[src/core/isr_defines.vh]
/*
  Constants for the instrument status reporting block: register byte offsets,
  status byte bit positions, reset values and timing counts.
  Assumes it is included by its bare name from the core/ design files.
*/
`ifndef ISR_DEFINES_VH
`define ISR_DEFINES_VH

// register byte offsets on the ahb-lite bus
`define ISR_A_STB 8'h00
`define ISR_A_SRE 8'h04
`define ISR_A_ESR 8'h08
`define ISR_A_ESE 8'h0c
`define ISR_A_LCOND 8'h10
`define ISR_A_LEVT 8'h14
`define ISR_A_LCEN 8'h18
`define ISR_A_LEEN 8'h1c
`define ISR_A_TCOND 8'h20
`define ISR_A_TEVT 8'h24
`define ISR_A_TCEN 8'h28
`define ISR_A_TEEN 8'h2c
`define ISR_A_CMD 8'h30
`define ISR_A_OPST 8'h34
`define ISR_A_ERRPUSH 8'h38
`define ISR_A_ERRPOP 8'h3c
`define ISR_A_PARAM 8'h40

// status byte bit positions
`define ISR_STB_LCOND 0
`define ISR_STB_LEVT 1
`define ISR_STB_TCOND 2
`define ISR_STB_TEVT 3
`define ISR_STB_MAV 4
`define ISR_STB_ESB 5
`define ISR_STB_MSS 6
`define ISR_STB_EAV 7

// command register bits
`define ISR_CMD_OPC 0
`define ISR_CMD_WAI 1

// standard event register: operation complete position
`define ISR_ESR_OPC 0

// reset values
`define ISR_RST_SRE 8'h00
`define ISR_RST_ESE 8'h00
`define ISR_RST_EN16 16'h0000
`define ISR_RST_PARAM 16'h0000

// error display hold time and its cycle count at the 20 mhz clock
`define ISR_ERR_SHOW_MS 3000
`define ISR_CLK_KHZ 20000
`define ISR_ERR_SHOW_CYC (`ISR_ERR_SHOW_MS * `ISR_CLK_KHZ)

// error queue shape
`define ISR_ERRQ_DEPTH 10
`define ISR_ERRQ_WIDTH 8

`endif

[src/core/isr_evt_reg.v]
/*
  Sticky event register: bits set on one-cycle pulses, whole register cleared
  by a read strobe. A set in the clearing cycle survives.
  Assumes set pulses and the clear strobe are on clk_i.
*/
`timescale 1ns/10ps
module isr_evt_reg #(
  parameter W = 16
) (
  input wire clk_i,
  input wire sys_rst_i,
  input wire [W-1:0] set_i,
  input wire clr_i,
  output reg [W-1:0] evt_o
);

  // set wins over the read clear so no occurrence is lost
  always @(posedge clk_i) begin
    if (sys_rst_i) begin
      evt_o <= {W{1'b0}};
    end else begin
      evt_o <= (evt_o & ~{W{clr_i}}) | set_i;
    end
  end

endmodule

[src/core/isr_err_fifo.v]
/*
  Error message queue: a small memory with write and read pointers and a
  registered head word. Pushes into a full queue are dropped.
  Assumes push and pop are one-cycle strobes on clk_i.
*/
`timescale 1ns/10ps
module isr_err_fifo #(
  parameter W = 8,
  parameter DEPTH = 10,
  parameter AW = 4
) (
  input wire clk_i,
  input wire sys_rst_i,
  input wire push_i,
  input wire [W-1:0] data_i,
  input wire pop_i,
  output reg [W-1:0] head_o,
  output reg [AW:0] count_o
);

  reg [W-1:0] mem [0:DEPTH-1];
  reg [AW-1:0] wr_ptr_q;
  reg [AW-1:0] rd_ptr_q;
  wire do_push = push_i && (count_o != DEPTH[AW:0]);
  wire do_pop = pop_i && (count_o != {(AW+1){1'b0}});

  // storage, no reset needed on the array
  always @(posedge clk_i) begin
    if (do_push) begin
      mem[wr_ptr_q] <= data_i;
    end
  end

  // pointers wrap at depth, not at a power of two
  always @(posedge clk_i) begin
    if (sys_rst_i) begin
      wr_ptr_q <= {AW{1'b0}};
      rd_ptr_q <= {AW{1'b0}};
      count_o <= {(AW+1){1'b0}};
      head_o <= {W{1'b0}};
    end else begin
      if (do_push) begin
        wr_ptr_q <= (wr_ptr_q == DEPTH[AW-1:0] - 1'b1) ? {AW{1'b0}} : wr_ptr_q + 1'b1;
      end
      if (do_pop) begin
        rd_ptr_q <= (rd_ptr_q == DEPTH[AW-1:0] - 1'b1) ? {AW{1'b0}} : rd_ptr_q + 1'b1;
      end
      count_o <= count_o + {{AW{1'b0}}, do_push} - {{AW{1'b0}}, do_pop};
      head_o <= mem[rd_ptr_q];
    end
  end

endmodule

[src/core/isr_top.v]
/*
  Status reporting and operation-complete logic of a laser current and
  temperature controller, reached by software over ahb-lite.
  Assumes one 20 mhz clock, synchronous active-high reset, and that all
  device-state inputs come from pins outside this clock domain.
*/
// The implementer's own choices: register access over AHB-Lite and the placing of the registers.
`timescale 1ns/10ps
`include "isr_defines.vh"
module isr_top #(
  parameter [31:0] ERR_SHOW_CYC = `ISR_ERR_SHOW_CYC,
  parameter ERRQ_DEPTH = `ISR_ERRQ_DEPTH
) (
  input wire clk_i,
  input wire sys_rst_i,
  // ahb-lite slave
  input wire hsel_i,
  input wire [31:0] haddr_i,
  input wire [1:0] htrans_i,
  input wire hwrite_i,
  input wire [2:0] hsize_i,
  input wire [31:0] hwdata_i,
  input wire hready_i,
  output reg [31:0] hrdata_o,
  output reg hreadyout_o,
  output reg hresp_o,
  // device state, asynchronous pins
  input wire laser_idle_i,
  input wire tec_idle_i,
  input wire nvm_busy_i,
  input wire calib_active_i,
  input wire laser_on_i,
  input wire laser_in_tol_i,
  input wire tec_on_i,
  input wire tec_in_tol_i,
  input wire outq_nonempty_i,
  input wire laser_meas_new_i,
  input wire tec_meas_new_i,
  input wire [15:0] laser_condition_query_i,
  input wire [15:0] tec_cond_i,
  input wire [15:0] laser_evt_i,
  input wire [15:0] tec_evt_i,
  input wire [6:0] std_evt_i,
  // results
  output reg srq_o,
  output reg wai_block_o,
  output reg err_display_o,
  output reg [7:0] err_code_o,
  output reg [15:0] param_value_o,
  output reg nvm_wr_req_o
);

  localparam SW = 82;

  // pin synchroniser: stage 1 feeds only stage 2; stage 3 is for edges
  reg [SW-1:0] pin_s1_q;
  reg [SW-1:0] pin_s2_q;
  reg [SW-1:0] pin_s3_q;
  wire [SW-1:0] pin_raw = {std_evt_i, tec_evt_i, laser_evt_i, tec_cond_i, laser_condition_query_i, tec_meas_new_i,
    laser_meas_new_i, outq_nonempty_i, tec_in_tol_i, tec_on_i, laser_in_tol_i, laser_on_i,
    calib_active_i, nvm_busy_i, tec_idle_i, laser_idle_i};
  wire [SW-1:0] pin_rise = pin_s2_q & ~pin_s3_q;

  always @(posedge clk_i) begin
    if (sys_rst_i) begin
      pin_s1_q <= {SW{1'b0}};
      pin_s2_q <= {SW{1'b0}};
      pin_s3_q <= {SW{1'b0}};
    end else begin
      pin_s1_q <= pin_raw;
      pin_s2_q <= pin_s1_q;
      pin_s3_q <= pin_s2_q;
    end
  end

  // named views of the synchronised pins
  wire s_laser_idle = pin_s2_q[0];
  wire s_tec_idle = pin_s2_q[1];
  wire s_nvm_busy = pin_s2_q[2];
  wire s_calib = pin_s2_q[3];
  wire s_laser_on = pin_s2_q[4];
  wire s_laser_tol = pin_s2_q[5];
  wire s_tec_on = pin_s2_q[6];
  wire s_tec_tol = pin_s2_q[7];
  wire s_outq = pin_s2_q[8];
  wire p_laser_meas = pin_rise[9];
  wire p_tec_meas = pin_rise[10];
  wire [15:0] s_laser_condition_query = pin_s2_q[26:11];
  wire [15:0] s_tec_cond = pin_s2_q[42:27];
  wire [15:0] p_laser_evt = pin_rise[58:43];
  wire [15:0] p_tec_evt = pin_rise[74:59];
  wire [6:0] p_std_evt = pin_rise[81:75];

  // bus state
  reg op_q;
  reg wr_q;
  reg [7:0] addr_q;
  wire take = hsel_i && htrans_i[1] && hready_i;
  wire do_wr = op_q && wr_q;
  wire do_rd = op_q && !wr_q;

  // software registers
  reg [7:0] sre_q;
  reg [7:0] ese_q;
  reg [15:0] lcen_q;
  reg [15:0] leen_q;
  reg [15:0] tcen_q;
  reg [15:0] teen_q;
  reg opc_armed_q;
  reg nop_q;
  reg fresh_laser_q;
  reg fresh_tec_q;
  reg [31:0] disp_cnt_q;
  reg [7:0] stb_q;

  wire [15:0] laser_evt;
  wire [15:0] tec_evt;
  wire [7:0] std_evt;
  wire [7:0] err_head;
  wire [4:0] err_count;

  // bus strobes: reads that clear sticky registers or pop the queue, and command, push and parameter writes
  wire rd_levt = do_rd && (addr_q == `ISR_A_LEVT);
  wire rd_tevt = do_rd && (addr_q == `ISR_A_TEVT);
  wire rd_esr = do_rd && (addr_q == `ISR_A_ESR);
  wire rd_pop = do_rd && (addr_q == `ISR_A_ERRPOP);
  wire wr_cmd = do_wr && (addr_q == `ISR_A_CMD);
  wire wr_push = do_wr && (addr_q == `ISR_A_ERRPUSH);
  wire wr_param = do_wr && (addr_q == `ISR_A_PARAM);

  // operation complete fires only when armed, with the no-operation-pending flag set and calibration off
  wire opc_set = opc_armed_q && nop_q && !s_calib;

  // the three event registers
  isr_evt_reg #(
    .W(16)
  ) u_laser_evt (
    .clk_i(clk_i),
    .sys_rst_i(sys_rst_i),
    .set_i(p_laser_evt),
    .clr_i(rd_levt),
    .evt_o(laser_evt)
  );

  isr_evt_reg #(
    .W(16)
  ) u_tec_evt (
    .clk_i(clk_i),
    .sys_rst_i(sys_rst_i),
    .set_i(p_tec_evt),
    .clr_i(rd_tevt),
    .evt_o(tec_evt)
  );

  isr_evt_reg #(
    .W(8)
  ) u_std_evt (
    .clk_i(clk_i),
    .sys_rst_i(sys_rst_i),
    .set_i({p_std_evt, opc_set}),
    .clr_i(rd_esr),
    .evt_o(std_evt)
  );

  // error message queue, ten entries deep
  isr_err_fifo #(
    .W(`ISR_ERRQ_WIDTH),
    .DEPTH(ERRQ_DEPTH),
    .AW(4)
  ) u_err_q (
    .clk_i(clk_i),
    .sys_rst_i(sys_rst_i),
    .push_i(wr_push),
    .data_i(hwdata_i[7:0]),
    .pop_i(rd_pop),
    .head_o(err_head),
    .count_o(err_count)
  );

  // ahb-lite slave: one wait state so read data leave a flip-flop
  always @(posedge clk_i) begin
    if (sys_rst_i) begin
      op_q <= 1'b0;
      wr_q <= 1'b0;
      addr_q <= 8'h00;
      hreadyout_o <= 1'b1;
      hresp_o <= 1'b0;
    end else begin
      hresp_o <= 1'b0;
      if (take) begin
        op_q <= 1'b1;
        wr_q <= hwrite_i;
        addr_q <= haddr_i[7:0] & 8'hfc;
        hreadyout_o <= 1'b0;
      end else begin
        op_q <= 1'b0;
        hreadyout_o <= 1'b1;
      end
    end
  end

  // read mux; condition reads are side-effect free, unmapped reads zero
  always @(posedge clk_i) begin
    if (sys_rst_i) begin
      hrdata_o <= 32'h0000_0000;
    end else if (do_rd) begin
      case (addr_q)
        `ISR_A_STB: hrdata_o <= {24'h00_0000, stb_q};
        `ISR_A_SRE: hrdata_o <= {24'h00_0000, sre_q};
        `ISR_A_ESR: hrdata_o <= {24'h00_0000, std_evt};
        `ISR_A_ESE: hrdata_o <= {24'h00_0000, ese_q};
        `ISR_A_LCOND: hrdata_o <= {16'h0000, s_laser_condition_query};
        `ISR_A_LEVT: hrdata_o <= {16'h0000, laser_evt};
        `ISR_A_LCEN: hrdata_o <= {16'h0000, lcen_q};
        `ISR_A_LEEN: hrdata_o <= {16'h0000, leen_q};
        `ISR_A_TCOND: hrdata_o <= {16'h0000, s_tec_cond};
        `ISR_A_TEVT: hrdata_o <= {16'h0000, tec_evt};
        `ISR_A_TCEN: hrdata_o <= {16'h0000, tcen_q};
        `ISR_A_TEEN: hrdata_o <= {16'h0000, teen_q};
        `ISR_A_OPST: hrdata_o <= {28'h000_0000, err_display_o, wai_block_o, opc_armed_q, nop_q};
        `ISR_A_ERRPOP: hrdata_o <= {19'h0_0000, err_count, err_head};
        `ISR_A_PARAM: hrdata_o <= {16'h0000, param_value_o};
        default: hrdata_o <= 32'h0000_0000;
      endcase
    end
  end

  // enable registers; only the low byte of sre exists so 0..255 fit
  always @(posedge clk_i) begin
    if (sys_rst_i) begin
      sre_q <= `ISR_RST_SRE;
      ese_q <= `ISR_RST_ESE;
      lcen_q <= `ISR_RST_EN16;
      leen_q <= `ISR_RST_EN16;
      tcen_q <= `ISR_RST_EN16;
      teen_q <= `ISR_RST_EN16;
    end else if (do_wr) begin
      case (addr_q)
        `ISR_A_SRE: sre_q <= hwdata_i[7:0];
        `ISR_A_ESE: ese_q <= hwdata_i[7:0];
        `ISR_A_LCEN: lcen_q <= hwdata_i[15:0];
        `ISR_A_LEEN: leen_q <= hwdata_i[15:0];
        `ISR_A_TCEN: tcen_q <= hwdata_i[15:0];
        `ISR_A_TEEN: teen_q <= hwdata_i[15:0];
        default: sre_q <= sre_q;
      endcase
    end
  end

  // parameter value takes effect on the write; nvm copy is queued outside
  always @(posedge clk_i) begin
    if (sys_rst_i) begin
      param_value_o <= `ISR_RST_PARAM;
      nvm_wr_req_o <= 1'b0;
    end else begin
      nvm_wr_req_o <= wr_param;
      if (wr_param) begin
        param_value_o <= hwdata_i[15:0];
      end
    end
  end

  // fresh measurement flags: any new command makes old readings stale
  always @(posedge clk_i) begin
    if (sys_rst_i) begin
      fresh_laser_q <= 1'b1;
      fresh_tec_q <= 1'b1;
    end else begin
      if (p_laser_meas) begin
        fresh_laser_q <= 1'b1;
      end else if (wr_cmd || wr_param) begin
        fresh_laser_q <= 1'b0;
      end
      if (p_tec_meas) begin
        fresh_tec_q <= 1'b1;
      end else if (wr_cmd || wr_param) begin
        fresh_tec_q <= 1'b0;
      end
    end
  end

  // no-operation-pending: all nine completion criteria at once
  always @(posedge clk_i) begin
    if (sys_rst_i) begin
      nop_q <= 1'b0;
    end else begin
      nop_q <= s_laser_idle && s_tec_idle
        && !s_nvm_busy
        && fresh_laser_q && fresh_tec_q
        && (disp_cnt_q == 32'h0000_0000) && !s_calib
        && (!s_laser_on || s_laser_tol) && (!s_tec_on || s_tec_tol)
        && !wr_cmd && !wr_param;
    end
  end

  // opc and wait commands; commands never stall the bus, they overlap
  always @(posedge clk_i) begin
    if (sys_rst_i) begin
      opc_armed_q <= 1'b0;
      wai_block_o <= 1'b0;
    end else begin
      if (wr_cmd && hwdata_i[`ISR_CMD_OPC]) begin
        opc_armed_q <= 1'b1;
      end else if (opc_set) begin
        opc_armed_q <= 1'b0;
      end
      if (wr_cmd && hwdata_i[`ISR_CMD_WAI]) begin
        wai_block_o <= 1'b1;
      end else if (nop_q && !s_calib) begin
        wai_block_o <= 1'b0;
      end
    end
  end

  // error display: each new error restarts the hold so it shows at once
  always @(posedge clk_i) begin
    if (sys_rst_i) begin
      disp_cnt_q <= 32'h0000_0000;
      err_display_o <= 1'b0;
      err_code_o <= 8'h00;
    end else begin
      if (wr_push) begin
        disp_cnt_q <= ERR_SHOW_CYC;
        err_display_o <= 1'b1;
        err_code_o <= hwdata_i[7:0];
      end else if (disp_cnt_q != 32'h0000_0000) begin
        disp_cnt_q <= disp_cnt_q - 32'h0000_0001;
        err_display_o <= (disp_cnt_q != 32'h0000_0001);
      end
    end
  end

  // status byte summary bits from masked registers, the output queue pin and the error count
  wire [7:0] stb_base;
  assign stb_base[`ISR_STB_LCOND] = |(s_laser_condition_query & lcen_q);
  assign stb_base[`ISR_STB_LEVT] = |(laser_evt & leen_q);
  assign stb_base[`ISR_STB_TCOND] = |(s_tec_cond & tcen_q);
  assign stb_base[`ISR_STB_TEVT] = |(tec_evt & teen_q);
  assign stb_base[`ISR_STB_MAV] = s_outq;
  assign stb_base[`ISR_STB_ESB] = |(std_evt & ese_q);
  assign stb_base[`ISR_STB_MSS] = 1'b0;
  assign stb_base[`ISR_STB_EAV] = (err_count != 5'h00);
  wire mss = |(stb_base & sre_q);

  // registered status byte and service request
  always @(posedge clk_i) begin
    if (sys_rst_i) begin
      stb_q <= 8'h00;
      srq_o <= 1'b0;
    end else begin
      stb_q <= stb_base | ({7'h00, mss} << `ISR_STB_MSS);
      srq_o <= mss;
    end
  end

endmodule

[config.mk]
export PLATFORM = sky130hd
export DESIGN_NAME = isr_top
export DESIGN_NICKNAME = d
export VERILOG_FILES = /design/src/core/isr_evt_reg.v /design/src/core/isr_err_fifo.v /design/src/core/isr_top.v
export VERILOG_INCLUDE_DIRS = /design/src /design/src/core
export SDC_FILE = /design/constraint.sdc
export NUM_CORES = 1
export LEC_CHECK = 0
export BUFFER_PORTS_ARGS = -buffer_cell sky130_fd_sc_hd__buf_4
export CAP_MARGIN = 5
export CORE_ASPECT_RATIO = 0.5
export CORE_MARGIN = 2
export CORE_UTILIZATION = 58
export DETAILED_ROUTE_END_ITERATION = 8
export PLACE_DENSITY = 0.79
export SYNTH_ARGS = -nofsm -noshare
export SYNTH_HDL_FRONTEND = slang
export SYNTH_SLANG_ARGS = --single-unit
[constraint.sdc]
create_clock -name clk_i -period 3.5 [get_ports clk_i]
set_input_delay 0.35 -clock clk_i [delete_from_list [all_inputs] [get_ports clk_i]]
set_output_delay 0.35 -clock clk_i [all_outputs]
set_load 0.005 [all_outputs]
==> results of run 1 <==
[Yosys cell counts (8+ instances only)]
cell type  instances  area (um2)
nand2b_1           8        50.1
a221oi_1          27         236
a31oi_1           15        93.8
nand4_1            9        56.3
a22oi_1           48         360
a21oi_1          130         651
nor3_1            14        70.1
dfxtp_1          442        8850
nor2b_1          224        1400
o21ai_0           19        95.1
clkbuf_1          83         312
inv_1             60         225
nor2_1            88         330
and3_1            11        68.8
mux4_2            16         360
xor2_1            27         236
buf_4             20         150
nand2_1          233         875
mux2i_1           25         250
buf_2             23         115
nor4_1             8        50.1
ha_1              10         125
a22o_1            58         508
a222oi_1          16         160
a211oi_1          18         135
a21o_1            13        97.6
edfxtp_1          80        2400
nand3_1           36         180
[worst min path at each step]
| stage | end | slack (ns) | from | cells past startpoint |
|---|---|---|---|---|
| floorplan | fresh_laser_q | 0.41 | fresh_laser_q | 2 |
| global placement | pin_s2_q[51] | 0.42 | pin_s1_q[51] | 1 |
| detailed placement | pin_s2_q[30] | 0.42 | pin_s1_q[30] | 1 |
| CTS | pin_s1_q[57] | 0.00005 | laser_evt_i[14] | 2 |
| global route | pin_s1_q[36] | 0.001 | tec_cond_i[9] | 2 |
| finish | pin_s1_q[37] | 0.002 | tec_cond_i[10] | 2 |
[cell type report]
cell class | count | area [um2] | area share
Clock inverter | 20 | 225 | 0.00994
Timing Repair Buffer | 234 | 1920 | 0.0848
Multi-Input combinational cell | 1145 | 7180 | 0.317
Antenna cell | 1 | 2.50 | 0.000110
Sequential cell | 522 | 11300 | 0.497
Clock buffer | 61 | 1300 | 0.0573
Inverter | 60 | 225 | 0.00994
Tap cell | 441 | 552 | 0.0244
[logic make-up after synthesis]
logic type,count (synthesis),share of synthesized area
compound gates,359,0.129
xor+xnor,33,0.0150
buf+inv,194,0.0441
simple gates,684,0.187
fa+ha+maj,11,0.00755
mux,41,0.0318
flops,522,0.585
other cells,1,0.000195
[power groups by stage]
stage	sequential (mW)	combinational, mW	clock [mW]
4_1_cts	6.55	1.52	5.16
5_1_grt	6.59	1.68	5.41
3_3_place_gp	6.68	1.43	0
2_1_floorplan	6.62	1.13	0
3_5_place_dp	6.69	1.47	0
6_report	6.56	1.51	5.11
[registers in the layout, indices dropped and copies added (netlist names), 32 cells and up]
name         count
pin_s1_q        82
pin_s3_q        42
disp_cnt_q      32
pin_s2_q        82
u_err_q.mem     80
[routing by layer]
metal	GRT usage	part of all wire	vias to the layer above
met2	0.426	0.44	749
li1	-	-	6689
met1	0.379	0.41	6701
met5	0	0.00035	-
met4	0.117	0.041	2
met3	0.0745	0.11	157
[worst reg2reg max path, cell delays in order (launching register included)]
cell and delay (ns):
dfxtp_1 0.46, inv_1 0.13, ha_1 0.21, nor4b_1 0.14, buf_4 0.16, nor4_1 0.26, buf_4 0.20, ha_1 0.22
inv_1 0.05, ha_1 0.15, inv_1 0.06, fa_1 0.46, inv_1 0.07, a21oi_1 0.05, nor2_1 0.11, or3_1 0.12
a21oi_1 0.05
[repair_timing]
item	CTS	global route
hold buffers	43	0
resized for setup	0	0
endpoints found under the hold margin	43	0
[through the flow]
stage	hold WS, ns	worst slack (ns)
2_1_floorplan	0.410	0.706
3_5_place_dp	0.420	0.592
6_report	0.00162	0.444
3_3_place_gp	0.418	0.625
5_1_grt	0.00113	0.298
4_1_cts	0.0000492	0.494
==> impl_results.md, run 1 <==
- Status: finished with violations
- Violated checks: design-rule violations
- Largest net degree at the start of global routing: 165
- Worst EP required: 3.92 ns
- Remaining antenna violation count after routing: 0
- Least-Margin Pin Slew: 0.976 ns
- IO Count: 218
- Worst relative slew slack: 0.349
- Iter 0 DRT Violations: 1754
- Worst setup endpoint: u_err_q.count_o[4]
- Crit-path slowest cell: dfxtp_1
- Setup crit end kind: register
- Sequential element share of the synthesized area: 0.585
- Port Buffers: 154
- DRT Pass-1 Iters: 9
- CTS tree: yes
- Clock power share: 0.388
- DR WL/cell: 19.4 um
- Crit-path max cell delay: 0.46 ns
- Core area: 32800 um2
- Gpl congestion: 0.974
- Setup Skew: 0.0306 ns
- Initial antenna violation count: 2
- Endpoints failing hold: 0
- Number of core rows: 47
- EDFF count, synth: 80
- RSZ-0062 raised after global routing: false
- Most common cell after layout, fill and taps aside: dfxtp_1
- Final worst path period share: 0.873
- R2R cell count: 16
- CP Buf/Inv Count: 6
- Warnings from Yosys: 0
- Peak supply drop: 0.361 mV
- Synth cell types: 66
- Fmax achieved: 327 MHz
- Placed Area: 20700 um2
- Sw Ratio: 0.249
- Inst Count DP: 2359
- Die Width: 261 um
- Crit start category: register
- Post-DP HPWL: 32000 um
- Max Fanout on Critical Path: 4
- CP most frequent cell: inv_1
- Max-slew violations: 0
- Async S/R FF share, synth: 0
- Ratio of cells with drive above 1 in the final layout: 0.144
- Vias: 14300
- Psw: 3.28 mW
- Vias in the first global route: 13400
- Overall global routing resource usage: 0.280
- Setup bufs post-CTS: 0
- Sink Count: 522
- Final instance area: 22700 um2
- Synth Instances: 1845
- Root Driver: clkbuf_16
- Tot Pwr: 13.2 mW
- Critical R2R Launch: u_err_q.count_o[2]
- Reg2reg end: u_err_q.count_o[4]
- Worst EP arrival: 3.48 ns
- Clock Tree Buf Depth: 3
- H-tree depth: 2
- First-pass GRT wire length: 75100 um
- Post-Route WL: 48300 um
- Clock period minus worst slack: 3.06 ns
- Number of max-cap violations: 0
- Combinational Power Share: 0.115
- Synth Flop Type: dfxtp_1
- Worst Setup SP: u_err_q.count_o[2]
- HP Class: in -> reg
- CP Class: reg -> reg
- Skew-Pair Late Insertion Delay: 0.57 ns
- Total CTS buffers: 44
- Post-route DRC: 2
- Synthesized flop and latch total: 522
- Grt ovf: 0
- Initial Utilization: 0.586
- CP top delay family: adder cells
- Chip Height: 133 um
- Vias per inst: 5.76
- Filler Cell Count: 2361
- Pleak: 8.39 nW
- Synth Area per Inst: 10.4 um2
- Post-Route Setup TNS: 0 ns
- Flop-to-flop setup slack: 0.44 ns
- Power per standard cell area: 582 nW/um2
- Int Pwr: 9.91 mW
- Final setup viols: 0
- Utilization after layout: 0.690
- Reg clk slew, reported paths: 0.07 ns
- Critical path depth in cells: 16
- Synth-to-Final Area Change: 17.9%
- Post-route insts no fill: 2484
- Mapped Area: 19200 um2
- Fin nets: 2174
- Sequential share of power: 0.498
- Most frequent cells in the layout: dfxtp_1, nand2_1, nor2b_1
- Critical path cell sequence: inv_1 -> ha_1 -> nor4b_1 -> buf_4 -> nor4_1 -> buf_4 -> ha_1 -> inv_1 -> ha_1 -> inv_1 -> fa_1 -> inv_1 -> a21oi_1 -> nor2_1 -> or3_1 -> a21oi_1
- Die ar.: 34700 um2
Note: power is estimated with default switching activity, not from simulation.
==> run 2, diff against run 1 <==
Settings changed: CORE_MARGIN 2 to 5, SYNTH_HIERARCHICAL set to 1.
==> run 2 against run 1 <==
  * The flow now finishes without violations
  * Clock power is 0.8% higher
  * Combinational power is 9% higher
  * Via count increased by 3.1%
  * Final cell count increased by 4.7%
  * Worst setup slack got worse by 0.18 ns
  * Clock skew fell by 0.014 ns
  * Register-to-register slack lost 0.18 ns
  * Sequential cell count unchanged
  * Wire length rose by 9.0%
  * First-iteration DRC count increased by 8.5%
  * Non-clock buffer count increased by 11
  * Critical endpoint is now u_err_q/count_o[4]
  * Largest power group unchanged
  * Highest routed layer is now met4
==> impl_results.md, run 2 <==
- Status: complete, no violations
- Share of Yosys cell area claimed by the top area cell type: 0.453 (-0.00700)
- Max-slew violations: 0 (unchanged)
- Vias in the first global route: 14200 (+5.7%)
- Synth cell types: 67 (+1.5%)
- Synth Flop Type: dfxtp_1
- H-tree depth: 2 (unchanged)
- Max Fanout on Critical Path: 7 (+3)
- IO Count: 218 (unchanged)
- RSZ-0062 raised after global routing: false
- DRT Pass-1 Iters: 8 (-1)
- HP Class: in -> reg
- Async S/R FF share, synth: 0 (unchanged)
- Reg clk slew, reported paths: 0.07 ns (about the same)
- Fmax achieved: 309 MHz (-5.6%)
- Most common cell after layout, fill and taps aside: dfxtp_1
- Placed Area: 20900 um2 (+1.1%)
- XOR/XNOR share of the synthesized area: 0.0139 (-0.00113)
- Synth Instances: 1948 (+5.6%)
- Synth top area cells: dfxtp_1, edfxtp_1, nor2b_1
- Synth Area per Inst: 10.0 um2 (-3.8%)
- Final instance area: 23000 um2 (+1.5%)
- Die Width: 269 um (+3.1%)
- Clock period minus worst slack: 3.24 ns (+0.181 ns)
- CP Class: reg -> reg
- Initial antenna violation count: 0 (-2)
- Largest net degree at the start of global routing: 173 (+4.8%)
- Chip Height: 140 um (+5.3%)
- Antenna diodes: 0 (-1)
- Synth-to-Final Area Change: 17.9% (about the same)
- Peak supply drop: 0.340 mV (-5.8%)
- Worst relative slew slack: 0.286 (-0.0631)
- Root Driver: clkbuf_16
- Least-Margin Pin Slew: 1.07 ns (+0.0957 ns)
- Core area: 33100 um2 (+0.90%)
- Die ar.: 37600 um2 (+8.5%)
- Sink Count: 522 (unchanged)
- Setup bufs post-CTS: 0 (unchanged)
- Total CTS buffers: 45 (+2.3%)
- Setup crit end kind: register
- Mapped Area: 19500 um2 (+1.5%)
- Skew-Pair Late Insertion Delay: 0.56 ns (about the same)
- First-pass GRT wire length: 80400 um (+7.0%)
- CTS tree: yes
- Post-route insts no fill: 2600 (+4.7%)
- Post-Synth Simple-Gate Area: 0.206 (+0.0186)
- DR WL/cell: 20.2 um (+4.1%)
- Most frequent cells in the layout: dfxtp_1, nor2b_1, nand2_1
- Setup Skew: 0.0165 ns (-0.0141 ns)
- Utilization after layout: 0.695 (+0.00441)
- Gpl congestion: 1.01 (+3.6%)
- Number of core rows: 47 (unchanged)
- Vias per inst: 5.67 (-1.5%)
- Largest family of logic cells by synthesized area: simple AND/OR/NAND/NOR gates
- Number of max-cap violations: 0 (unchanged)
- Final worst path period share: 0.925 (+0.0516)
- Grt ovf: 0 (unchanged)
- WHS: 0.0219 ns (+0.0203 ns)
- Vias: 14700 (+3.1%)
- Pleak: 8.56 nW (+2.0%)
- Most frequent cell after synthesis: dfxtp_1
- Clock Tree Buf Depth: 3 (unchanged)
- Worst EP required: 3.90 ns (-0.02 ns)
- Port Buffers: 154 (unchanged)
- Ratio of cells with drive above 1 in the final layout: 0.138 (-0.00598)
- Largest registers: pin_s1_q (82), pin_s2_q (82), u_err_q/mem (80)
- Initial Utilization: 0.589 (+0.00376)
- Post-Route Setup TNS: 0 ns (unchanged)
- Crit start category: register
- Power per standard cell area: 583 nW/um2 (+0.11%)
- Filler Cell Count: 2448 (+3.7%)
- Post-DP HPWL: 35000 um (+9.2%)
- Sequential element share of the synthesized area: 0.577 (-0.00890)
- EDFF count, synth: 80 (unchanged)
- Endpoints failing hold: 0 (unchanged)
- Top post-synthesis cells by count: dfxtp_1, nor2b_1, nand2_1
- Iter 0 DRT Violations: 1903 (+8.5%)
- Synthesized flop and latch total: 522 (unchanged)
- Post-Route WL: 52600 um (+9.0%)
- Overall global routing resource usage: 0.270 (-0.00964)
- Adder-Cell Fraction of Synth Area: 0.00744 (-0.000115)
- Worst EP arrival: 3.64 ns (+0.16 ns)
- Remaining antenna violation count after routing: 0 (unchanged)
- Warnings from Yosys: 6 (+6)
- Fin nets: 2291 (+5.4%)
- Compound-Gate Fraction of Synth Area: 0.124 (-0.00471)
- Synth area leader: dfxtp_1
- Inst Count DP: 2466 (+4.5%)
- Post-route DRC: 0 (-2)
- Final setup viols: 0 (unchanged)
- Mux contribution to synthesized area: 0.0257 (-0.00606)
## run 2: repair_timing
action                    CTS  global route
gates resized for setup     0             0
hold endpoints to repair   51             1
hold buffers               51             1
## run 2: power breakdown
group	internal (mW)	switching [mW]	leakage, nW	total [mW]
Sequential	6.37	0.248	4.33	6.62
Combinational	0.728	0.912	3.45	1.64
Clock	2.97	2.18	0.779	5.15
## run 2: layer usage
metal | vias to the layer above | wire, um | GRT usage
met5 | - | 0 | 0
met3 | 108 | 5880 | 0.0815
met4 | 0 | 1540 | 0.0798
li1 | 6976 | - | -
met2 | 693 | 23900 | 0.429
met1 | 6971 | 21300 | 0.361
## run 2: per-stage QoR
stage	total power [mW]	setup WS, ns
after floorplan	7.92	0.177
after global placement	8.22	0.305
after detailed placement	8.30	0.272
after CTS	13.5	0.280
after global routing	14.0	0.0310
final	13.4	0.263
## run 2: cell families after synthesis
kind of cell | Yosys count
AO/OA/AOI/OAI | 376
XOR/XNOR | 31
other | 1
flip-flops | 522
adder cells (fa/ha/maj) | 11
multiplexers | 50
AND/OR/NAND/NOR | 763
buffers and inverters | 194
## run 2: area by class of cell
cell class | instances | area, um2 | share of cell area
Tap cell | 441 | 552 | 0.0240
Inverter | 62 | 233 | 0.0101
Timing Repair Buffer | 245 | 1990 | 0.0865
Clock inverter | 17 | 140 | 0.00609
Multi-Input combinational cell | 1248 | 7420 | 0.323
Sequential cell | 522 | 11300 | 0.489
Clock buffer | 65 | 1420 | 0.0616
## run 2: final timing paths
kind / from / slack [ns] / cells after the start / endpoint
setup / recovery: addr_q[7] / 0.26 / 13 / u_err_q/count_o[4]
hold / removal: tec_meas_new_i / 0.02 / 2 / pin_s1_q[10]
setup reg to reg: addr_q[7] / 0.26 / 13 / u_err_q/count_o[4]
hold reg to reg: pin_s1_q[53] / 0.44 / 1 / pin_s2_q[53]
## run 2: critical path, stage by stage (launching register included)
cell and delay (ns):
dfxtp_1 0.36, or4b_2 0.75, or3_1 0.37, clkinv_1 0.08, nand2_1 0.12, ha_1 0.32
inv_1 0.05, ha_1 0.15, inv_1 0.06, fa_1 0.38, nor2b_1 0.16, o21bai_1 0.10
a21oi_1 0.15, nor3b_1 0.06
